==> src/lss_map.svh <==
`ifndef LSS_MAP_SVH
`define LSS_MAP_SVH

// ----------------------------------------
// Array geometry
// ----------------------------------------
`define LSS_PIXELS 64
`define LSS_PTR_W 6
`define LSS_CNT_W 7
`define LSS_REC_W 7
`define LSS_FIFO_DEPTH 16

// ----------------------------------------
// Pulse numbers within one readout
// ----------------------------------------
`define LSS_PULSE_FIRST 7'h01
`define LSS_PULSE_LAST_PIXEL_SAMPLE_HOLD_SET 7'h01
`define LSS_PULSE_CLEAR 7'h02
`define LSS_PULSE_SNH_DROP 7'h3F
`define LSS_PULSE_LAST 7'h40

// ----------------------------------------
// Reset values
// ----------------------------------------
`define LSS_RST_SNH 1'h0
`define LSS_RST_LAST_PIXEL_SAMPLE_HOLD 1'h0
`define LSS_RST_CLEAR_N 1'h0
`define LSS_RST_PTR 6'h00

`endif

==> src/lss_pkg.sv <==
`include "lss_map.svh"

package lss_pkg;

  // ----------------------------------------
  // Sequencer states
  // ----------------------------------------
  typedef enum logic {
    LSS_TRACK,
    LSS_READ
  } lss_state_e;

  // Record per clock: {pixel 1 tracking, pixel pointer}
  typedef logic [`LSS_REC_W-1:0] lss_rec_t;

endpackage : lss_pkg

==> src/lss_stream_if.sv <==
`timescale 1ns/100ps

interface lss_stream_if;
  import lss_pkg::*;

  logic valid;
  logic ready;
  lss_rec_t data;

  modport src
  (
    output valid,
    output data,
    input ready
  );

  modport snk
  (
    input valid,
    input data,
    output ready
  );

endinterface : lss_stream_if

==> src/lss_fifo.sv <==
`timescale 1ns/100ps
`include "lss_map.svh"

module lss_fifo
  import lss_pkg::*;
#(
  parameter int WIDTH = `LSS_REC_W,
  parameter int DEPTH = `LSS_FIFO_DEPTH
)
(
  // Clock and reset
  input wire logic clk_i,
  input wire logic reset_n_i,
  // Fill side
  lss_stream_if.snk wr,
  // Drain side
  lss_stream_if.src rd
);

  localparam int AW = $clog2(DEPTH);
  localparam int CW = $clog2(DEPTH + 1);

  logic [WIDTH-1:0] mem [DEPTH];
  logic [AW-1:0] wr_ptr;
  logic [AW-1:0] rd_ptr;
  logic [CW-1:0] count;
  logic out_valid;
  logic [WIDTH-1:0] out_data;

  // ----------------------------------------
  // Handshake decode
  // ----------------------------------------
  wire mem_full = (count == CW'(DEPTH));
  wire mem_empty = (count == '0);
  wire push = wr.valid && !mem_full;
  wire pop = !mem_empty && (!out_valid || rd.ready);
  wire [CW-1:0] next_count = count + CW'(push) - CW'(pop);

  assign wr.ready = !mem_full;
  assign rd.valid = out_valid;
  assign rd.data = out_data;

  // ----------------------------------------
  // Storage and pointers
  // ----------------------------------------
  always_ff @(posedge clk_i)
  begin
    if (push)
    begin
      mem[wr_ptr] <= wr.data;
    end
  end

  always_ff @(posedge clk_i or negedge reset_n_i)
  begin
    if (!reset_n_i)
    begin
      wr_ptr <= '0;
      rd_ptr <= '0;
      count <= '0;
    end
    else
    begin
      wr_ptr <= push ? AW'(wr_ptr + 1'b1) : wr_ptr;
      rd_ptr <= pop ? AW'(rd_ptr + 1'b1) : rd_ptr;
      count <= next_count;
    end
  end

  // Registered head so the drain side sees flip-flop outputs
  always_ff @(posedge clk_i or negedge reset_n_i)
  begin
    if (!reset_n_i)
    begin
      out_valid <= 1'b0;
      out_data <= '0;
    end
    else
    begin
      out_valid <= pop || (out_valid && !rd.ready);
      out_data <= pop ? mem[rd_ptr] : out_data;
    end
  end

endmodule : lss_fifo

==> src/lss_readout.sv <==
`timescale 1ns/100ps
`include "lss_map.svh"

module lss_readout
  import lss_pkg::*;
(
  // Clock and reset
  input wire logic clk_i,
  input wire logic reset_n_i,
  // Controller inputs
  input wire logic start_integration_in_i,
  input wire logic shutter_hold_in_i,
  // Analogue switch controls
  output logic sample_hold_select_o,
  output logic last_pixel_sample_hold_o,
  output logic integrator_clear_n_o,
  output logic photodiode_connect_o,
  output logic [`LSS_PTR_W-1:0] analog_out_sel_o,
  output logic analog_out_track_o,
  // Pixel record stream to the capture side
  output logic pixel_valid_o,
  output logic [`LSS_REC_W-1:0] pixel_data_o,
  input wire logic pixel_ready_i,
  output logic pixel_fifo_ready_o
);

  lss_state_e state;
  lss_state_e next_state;
  logic [`LSS_CNT_W-1:0] pulse;
  logic rec_valid;

  lss_stream_if fill_if ();
  lss_stream_if drain_if ();

  // ----------------------------------------
  // Sequencer decode
  // ----------------------------------------
  wire start = start_integration_in_i;
  wire in_read = (state == LSS_READ);
  wire restart = start && in_read;
  wire at_last_pixel_sample_hold_set = in_read && (pulse == `LSS_PULSE_LAST_PIXEL_SAMPLE_HOLD_SET);
  wire at_clear = in_read && (pulse == `LSS_PULSE_CLEAR);
  wire at_snh_drop = in_read && (pulse == `LSS_PULSE_SNH_DROP);
  wire at_last = in_read && (pulse == `LSS_PULSE_LAST);
  wire [`LSS_CNT_W-1:0] next_pulse = start ? `LSS_PULSE_FIRST : `LSS_CNT_W'(pulse + 1'b1);
  wire [`LSS_PTR_W-1:0] read_ptr = pulse[`LSS_PTR_W-1:0];
  // Outside a run the pointer must not follow the stale pulse count
  wire park_ptr = at_last || !in_read;
  wire [`LSS_PTR_W-1:0] next_ptr = (start || park_ptr) ? `LSS_RST_PTR : read_ptr;
  wire next_track = !start && (at_last || !in_read);
  // A restart leaves the holds set so the old held values stay put
  wire next_snh = start || (sample_hold_select_o && !at_snh_drop);
  wire keep_last_pixel_sample_hold = last_pixel_sample_hold_o && (restart || !at_last);
  wire next_last_pixel_sample_hold = (at_last_pixel_sample_hold_set && !start) || keep_last_pixel_sample_hold;

  always_comb
  begin
    next_state = state;
    case (state)
      LSS_TRACK:
      begin
        if (start)
        begin
          next_state = LSS_READ;
        end
      end
      LSS_READ:
      begin
        if (at_last && !start)
        begin
          next_state = LSS_TRACK;
        end
      end
      default:
      begin
        next_state = LSS_TRACK;
      end
    endcase
  end

  // ----------------------------------------
  // Sequencer state
  // ----------------------------------------
  always_ff @(posedge clk_i or negedge reset_n_i)
  begin
    if (!reset_n_i)
    begin
      state <= LSS_TRACK;
      pulse <= '0;
    end
    else
    begin
      state <= next_state;
      pulse <= (start || in_read) ? next_pulse : pulse;
    end
  end

  // ----------------------------------------
  // Switch controls
  // ----------------------------------------
  // Clear is held low through reset so all capacitors start discharged
  always_ff @(posedge clk_i or negedge reset_n_i)
  begin
    if (!reset_n_i)
    begin
      sample_hold_select_o <= `LSS_RST_SNH;
    end
    else
    begin
      sample_hold_select_o <= next_snh;
    end
  end

  always_ff @(posedge clk_i or negedge reset_n_i)
  begin
    if (!reset_n_i)
    begin
      last_pixel_sample_hold_o <= `LSS_RST_LAST_PIXEL_SAMPLE_HOLD;
    end
    else
    begin
      last_pixel_sample_hold_o <= next_last_pixel_sample_hold;
    end
  end

  always_ff @(posedge clk_i or negedge reset_n_i)
  begin
    if (!reset_n_i)
    begin
      integrator_clear_n_o <= `LSS_RST_CLEAR_N;
    end
    else
    begin
      integrator_clear_n_o <= !(at_clear && !start);
    end
  end

  always_ff @(posedge clk_i or negedge reset_n_i)
  begin
    if (!reset_n_i)
    begin
      photodiode_connect_o <= 1'b0;
    end
    else
    begin
      photodiode_connect_o <= !shutter_hold_in_i;
    end
  end

  // ----------------------------------------
  // Output multiplexer
  // ----------------------------------------
  always_ff @(posedge clk_i or negedge reset_n_i)
  begin
    if (!reset_n_i)
    begin
      analog_out_sel_o <= `LSS_RST_PTR;
    end
    else
    begin
      analog_out_sel_o <= next_ptr;
    end
  end

  always_ff @(posedge clk_i or negedge reset_n_i)
  begin
    if (!reset_n_i)
    begin
      analog_out_track_o <= 1'b1;
    end
    else
    begin
      analog_out_track_o <= next_track;
    end
  end

  always_ff @(posedge clk_i or negedge reset_n_i)
  begin
    if (!reset_n_i)
    begin
      rec_valid <= 1'b0;
    end
    else
    begin
      rec_valid <= 1'b1;
    end
  end

  // ----------------------------------------
  // Record stream
  // ----------------------------------------
  // The analogue sequence cannot pause, so a full FIFO drops records;
  // the capture side watches pixel_fifo_ready_o to notice that.
  assign fill_if.valid = rec_valid;
  assign fill_if.data = {analog_out_track_o, analog_out_sel_o};
  assign drain_if.ready = pixel_ready_i;
  assign pixel_valid_o = drain_if.valid;
  assign pixel_data_o = drain_if.data;

  always_ff @(posedge clk_i or negedge reset_n_i)
  begin
    if (!reset_n_i)
    begin
      pixel_fifo_ready_o <= 1'b1;
    end
    else
    begin
      pixel_fifo_ready_o <= fill_if.ready;
    end
  end

  lss_fifo #(
    .WIDTH(`LSS_REC_W),
    .DEPTH(`LSS_FIFO_DEPTH)
  ) u_fifo (
    .clk_i(clk_i),
    .reset_n_i(reset_n_i),
    .wr(fill_if.snk),
    .rd(drain_if.src)
  );

endmodule : lss_readout

==> config.mk <==
export PLATFORM = sky130hd
export DESIGN_NAME = lss_readout
export DESIGN_NICKNAME = d
export VERILOG_FILES = /design/src/lss_pkg.sv /design/src/lss_stream_if.sv /design/src/lss_fifo.sv /design/src/lss_readout.sv
export VERILOG_INCLUDE_DIRS = /design/src
export SDC_FILE = /design/constraint.sdc
export NUM_CORES = 1
export LEC_CHECK = 0
export BUFFER_PORTS_ARGS = -buffer_cell sky130_fd_sc_hd__buf_2
export CORE_ASPECT_RATIO = 1.5
export CORE_MARGIN = 4
export CORE_UTILIZATION = 46
export DETAILED_ROUTE_END_ITERATION = 8
export GPL_ROUTABILITY_DRIVEN = 0
export MAX_ROUTING_LAYER = met4
export PLACE_DENSITY = 0.62
export SYNTH_ARGS = -nofsm -noshare
export SYNTH_HDL_FRONTEND = slang
export SYNTH_SLANG_ARGS = --single-unit
==> constraint.sdc <==
create_clock -name clk_i -period 6.3 [get_ports clk_i]
set_input_delay 0.945 -clock clk_i [delete_from_list [all_inputs] [get_ports clk_i]]
set_output_delay 0.945 -clock clk_i [all_outputs]
set_load 0.01 [all_outputs]
## Yosys cells after proc, flatten, opt, wreduce, memory -nomap -nowiden

Memories as Yosys holds them, arrays and structs flattened. A register that Yosys moved wholly into a read port is not among the register bits.
Index checks and enable logic that the tools add are counted.

| word-level totals | value |
|---|---|
| register bits | 35 |
| bits in latches | 0 |
| memory bits (writable) | 112 |
| bits in read-only memories | 0 |
| output and inout bits | 20 |
| word-level logic and storage cells | 67 |
| memories | 1 |

Memories:

| memory | depth | width | rd ports | clocked after Yosys merged registers in | write ports | line | source |
|---|---|---|---|---|---|---|---|
| u_fifo.mem | 16 | 7 | 1 | 1 | 1 | lss_fifo.sv:23 | `logic [WIDTH-1:0] mem [DEPTH];` |

| cells by class | value |
|---|---|
| add/sub/neg operators | 5 |
| multiply operators | 0 |
| div/mod/pow operators | 0 |
| magnitude comparators | 0 |
| equality and inequality tests | 5 |
| shift operators | 0 |
| mux-type cells | 7 |
| bitwise operators | 1 |
| reductions and logical operators | 34 |

Operators with widths:

| cell | number |
|---|---|
| 1-bit logical AND | 14 |
| 1-bit zero test | 11 |
| 4-bit by 1-bit adder with 4-bit output, second input constant | 2 |
| 1-bit logical OR | 8 |
| 7-bit by 1-bit adder with 7-bit output, second input constant | 1 |
| 7-bit by 1-bit == test with 1-bit output, second input constant | 1 |
| 7-bit by 2-bit == test with 1-bit output, second input constant | 1 |
| 7-bit by 6-bit == test with 1-bit output, second input constant | 1 |
| 7-bit == test, second input constant | 1 |
| 7-bit two-way mux | 1 |
| 6-bit two-way mux | 1 |
| 5-bit by 1-bit adder with 5-bit output | 1 |
| 5-bit == test, second input constant | 1 |
| 5-bit zero test | 1 |
| 5-bit by 1-bit subtractor with 5-bit output | 1 |
| 1-bit two-way mux | 4 |
| 1-bit case mux with 2 select lines | 1 |
| 1-bit NOT | 1 |

## Depth between registers and ports, before layout

| depth | value |
|---|---|
| depth after elaboration | 6 |
| depth in mapped cells | 15 |
| gate-level depth less buffers | 14 |

## Modules after synthesis

Synthesis repeated with hierarchy kept, for this count alone.

| second synthesis, totals | value |
|---|---|
| cell total of the unflattened synthesis | 351 |
| area total of the unflattened synthesis | 6258.5 um^2 |

Modules (own cells, without submodules):

| module | times used | cells an instance | area each (um^2) |
|---|---|---|---|
| lss_fifo | 1 | 282 | 5405.2 |
| lss_readout | 1 | 69 | 853.3 |

## Worst setup path after synthesis

No wires, ideal clock.

| path | value |
|---|---|
| path type | input to register |
| start point | input port pixel_ready_i |
| end point | register u_fifo.count[4] |
| setup time | 80 ps |
| arrival time | 2585 ps |
| data required time | 6220 ps |
| slack | 3636 ps |
| stages on the path | 13 |
| cell sequence | inv_1 -> a21o_1 -> buf_2 -> inv_1 -> ha_1 -> inv_1 -> ha_1 -> inv_1 -> fa_1 -> inv_1 -> a21oi_1 -> o21bai_1 -> xnor2_1 |

| on the way | value |
|---|---|
| cells in the longest elaborated chain, start to end | 3 |

Ends and longest elaborated chain:

| what | line | source |
|---|---|---|
| start, declared | lss_readout.sv:23 | `input wire logic pixel_ready_i,` |
| 1-bit logical OR | lss_fifo.sv:36 | `wire pop = !mem_empty && (!out_valid \|\| rd.ready);` |
| 1-bit logical AND | lss_fifo.sv:36 |  |
| named net u_fifo.pop | lss_fifo.sv:36 |  |
| 5-bit by 1-bit subtractor with 5-bit output | lss_fifo.sv:37 | `wire [CW-1:0] next_count = count + CW'(push) - CW'(pop);` |
| named net u_fifo.next_count[4] | lss_fifo.sv:37 |  |
| end signal, assigned | lss_fifo.sv:66 | `count <= next_count;` |
| end, declared | lss_fifo.sv:26 | `logic [CW-1:0] count;` |

The timed path passes the listed nets, and every way through them passes these cells.
A chain may end at the register's enable or synchronous reset.

## Worst setup path in the final report

| path | value |
|---|---|
| start point | register u_fifo.count[2] |
| end point | register u_fifo.count[4] |

RTL lines:

| what | line | source |
|---|---|---|
| 5-bit zero test | lss_fifo.sv:34 | `wire mem_empty = (count == '0);` |
| 1-bit zero test | lss_fifo.sv:36 |  |
| 1-bit logical AND | lss_fifo.sv:36 |  |
| named net u_fifo.pop | lss_fifo.sv:36 |  |
| 5-bit by 1-bit subtractor with 5-bit output | lss_fifo.sv:37 |  |
| named net u_fifo.next_count[4] | lss_fifo.sv:37 |  |

The timed path passes the listed nets, and every way through them passes these cells.

==> results.sh <==
export IMPL_synthCells=353
export IMPL_final_min_clock_period_ns=3.12
export IMPL_holdWs_ns=0.474
export IMPL_power_density_mw_per_mm2=444
export IMPL_antenna_found_initial=0
export IMPL_grt_overflow=0
export IMPL_drive_gt1_frac=0.213
export IMPL_crit_path_end_kind="register"
export IMPL_max_slew_margin_rel=0.205
export IMPL_ios=25
export IMPL_worstPathMaxFanout=17
export IMPL_skew_ns=0.00929
export IMPL_dp_hpwl_mm=7.77
export IMPL_ctsHtreeMaxLevel=4
export IMPL_drt_pass1_iterations=4
export IMPL_drv_slew=0
export IMPL_syn_area_mm2=0.00624
export IMPL_synth_fp_nets=374
export IMPL_synthArstFlopShare=0.273
export IMPL_period_share=0.495
export IMPL_fin_tns_setup_ns=0
export IMPL_viasPerCell=5.44
export IMPL_worstPathCellList="inv_1 -> ha_1 -> nor4b_1 -> a21o_1 -> inv_1 -> ha_1 -> inv_1 -> ha_1 -> inv_1 -> fa_1 -> inv_1 -> a21oi_1 -> o21bai_1 -> xnor2_1"
export IMPL_finalNetCount=407
export IMPL_finish_utilization=0.539
export IMPL_ys_seq_area_frac=0.708
export IMPL_clockRootBuffer="clkbuf_16"
export IMPL_crit_path_top_delay_cell="a21o_1"
export IMPL_synth_area_per_cell_um2=17.7
export IMPL_finalPower_mw=3.15
export IMPL_ys_types=43
export IMPL_status="finished, final reports clean"
export IMPL_die_h_um=151
export IMPL_fmax_mhz=321
export IMPL_clockBufferDepth=2
export IMPL_post_cts_buffers=0
export IMPL_cts_tree="built"
export IMPL_tightest_slew_ns=1.18
export IMPL_die_w_um=103
export IMPL_design_area_mm2=0.00708
export IMPL_vias=3033
export IMPL_cts_resized_gates=0
export IMPL_ir_worst_vdd_uv=224
export IMPL_required_ns=6.64
export IMPL_n_antenna_cell=0
export IMPL_ys_ff_latch=154
export IMPL_drt_iter0_markers=203
export IMPL_place_area_mm2=0.00649
export IMPL_cp_arrival_ns=3.46
export IMPL_cp_slowest_stage_delay_ns=0.51
export IMPL_track_usage=0.172
export IMPL_numCtsBuffers=17
export IMPL_grt_pass1_vias=3249
export IMPL_initial_core_util=0.475
export IMPL_path_class="reg2reg"
export IMPL_dieArea_mm2=0.0155
export IMPL_std_cell_rows=51
export IMPL_grt_pass1_wl_mm=18.5
export IMPL_synth_edf_count=112
export IMPL_ant_nets=0
export IMPL_grt_max_degree=43
export IMPL_routedWlPerCell_um=20.8
export IMPL_crit_family="adder cells"
export IMPL_drc=0
export IMPL_ys_warn_count=0
export IMPL_rsz0062_at_grt="no"
export IMPL_crit_buf_inv=5
export IMPL_start_kind="register"
export IMPL_max_cap_viol_count=0
export IMPL_hold_buffers=0
export IMPL_core_area_mm2=0.0131
export IMPL_path_clk_slew_ns=0.06
export IMPL_cts_sinks=154
export IMPL_synthFlopType="edfxtp_1"
export IMPL_finalHoldViolCount=0
export IMPL_cp_common_cell="inv_1"
export IMPL_setup_viol=0
export IMPL_hp_class="reg2reg"
export IMPL_syn_to_final_growth_pct=13.5
export IMPL_wl_mm=11.6
export IMPL_port_buffers=24
export IMPL_clock_latency_ns=0.42
export IMPL_p_leak_nw=2.67
where the power goes:
part,internal [mW],leakage [nW],switching [mW]
combinational,0.379,0.859,0.405
sequential,1.24,1.52,0.123
clock,0.608,0.298,0.390
state kept, by name, summed over array words and instances, names as in the netlist, 4 cells and up:
name	flops
u_fifo.wr_ptr	4
pulse	7
u_fifo.rd.data	7
u_fifo.rd_ptr	4
u_fifo.mem	112
u_fifo.count	5
analog_out_sel_o	6
cell families (layout without fill, tap and decap cells):
family / count (synthesis) / in the layout / synth area share
flip-flops: 154 / 154 / 0.708
AND/OR/NAND/NOR: 57 / 57 / 0.0509
buffers and inverters: 39 / 85 / 0.0323
AO/OA/AOI/OAI: 36 / 36 / 0.0383
multiplexers: 36 / 36 / 0.117
adder cells (fa/ha/maj): 16 / 16 / 0.0333
XOR/XNOR: 14 / 14 / 0.0197
other: 1 / 1 / 0.000601
layout by cell type, fill, tap and decap left out, types with 4 or more instances in the layout:
cell type	instances
xor2_1	5
clkbuf_16	20
mux4_2	23
xnor2_1	9
buf_2	24
ha_1	15
inv_4	4
mux2i_1	8
nor4_1	5
inv_1	22
a21o_1	10
dfrtp_1	40
a211oi_1	6
o21ai_0	5
buf_4	6
o22ai_1	6
edfxtp_1	112
nand4_1	4
mux4_1	5
a21oi_1	5
and2_1	12
nand2_1	11
nor2_1	8
per-stage QoR:
step	worst slack (ns)	std cells
after floorplan	3.64	353
after global placement	3.12	526
after detailed placement	3.08	526
after CTS	3.19	558
after global routing	2.90	558
final	3.18	558
final timing paths:
check                                  start                   end  slack, ns  cells after the start
min                        u_fifo.rd.data[0]     u_fifo.rd.data[0]       0.47                      1
max reg2reg                  u_fifo.count[2]       u_fifo.count[4]       3.18                     14
max                          u_fifo.count[2]       u_fifo.count[4]       3.18                     14
min reg2reg                u_fifo.rd.data[0]     u_fifo.rd.data[0]       0.47                      1
min in group asynchronous          reset_n_i  photodiode_connect_o       0.68                      1
max in group asynchronous          reset_n_i   analog_out_sel_o[2]       5.03                      1
Yosys cell counts (3+ instances only):
library cell / number / share of area
xnor2_1: 9 / 0.013
nand2_1: 11 / 0.0066
ha_1: 15 / 0.030
nor4_1: 5 / 0.0050
mux4_2: 23 / 0.083
and2_1: 12 / 0.012
buf_4: 3 / 0.0036
nand4_1: 4 / 0.0040
o22ai_1: 6 / 0.0060
nor2_1: 8 / 0.0048
dfrtp_1: 40 / 0.16
nand3_1: 3 / 0.0024
buf_2: 4 / 0.0032
o21ai_0: 5 / 0.0040
a211oi_1: 6 / 0.0072
mux2i_1: 8 / 0.013
clkbuf_1: 4 / 0.0024
inv_1: 22 / 0.013
a21o_1: 10 / 0.012
buf_6: 3 / 0.0054
xor2_1: 5 / 0.0070
mux4_1: 5 / 0.021
a21oi_1: 5 / 0.0040
edfxtp_1: 112 / 0.54
per-layer routing:
layer,GRT usage,up-vias,share of wire
li1,-,1409,-
met1,0.202,1543,0.39
met2,0.292,62,0.55
met3,0.0366,19,0.038
met4,0.0596,0,0.016
met5,-,-,0
final cells by class:
cell class	count	area, µm²
Fill cell	1053	6060
Sequential cell	154	4420
Multi-Input combinational cell	160	1620
Clock buffer	25	549
Tap cell	159	199
Timing Repair Buffer	30	165
Inverter	23	86.3
Clock inverter	7	46.3
Note: power is estimated with default switching activity, not from simulation.
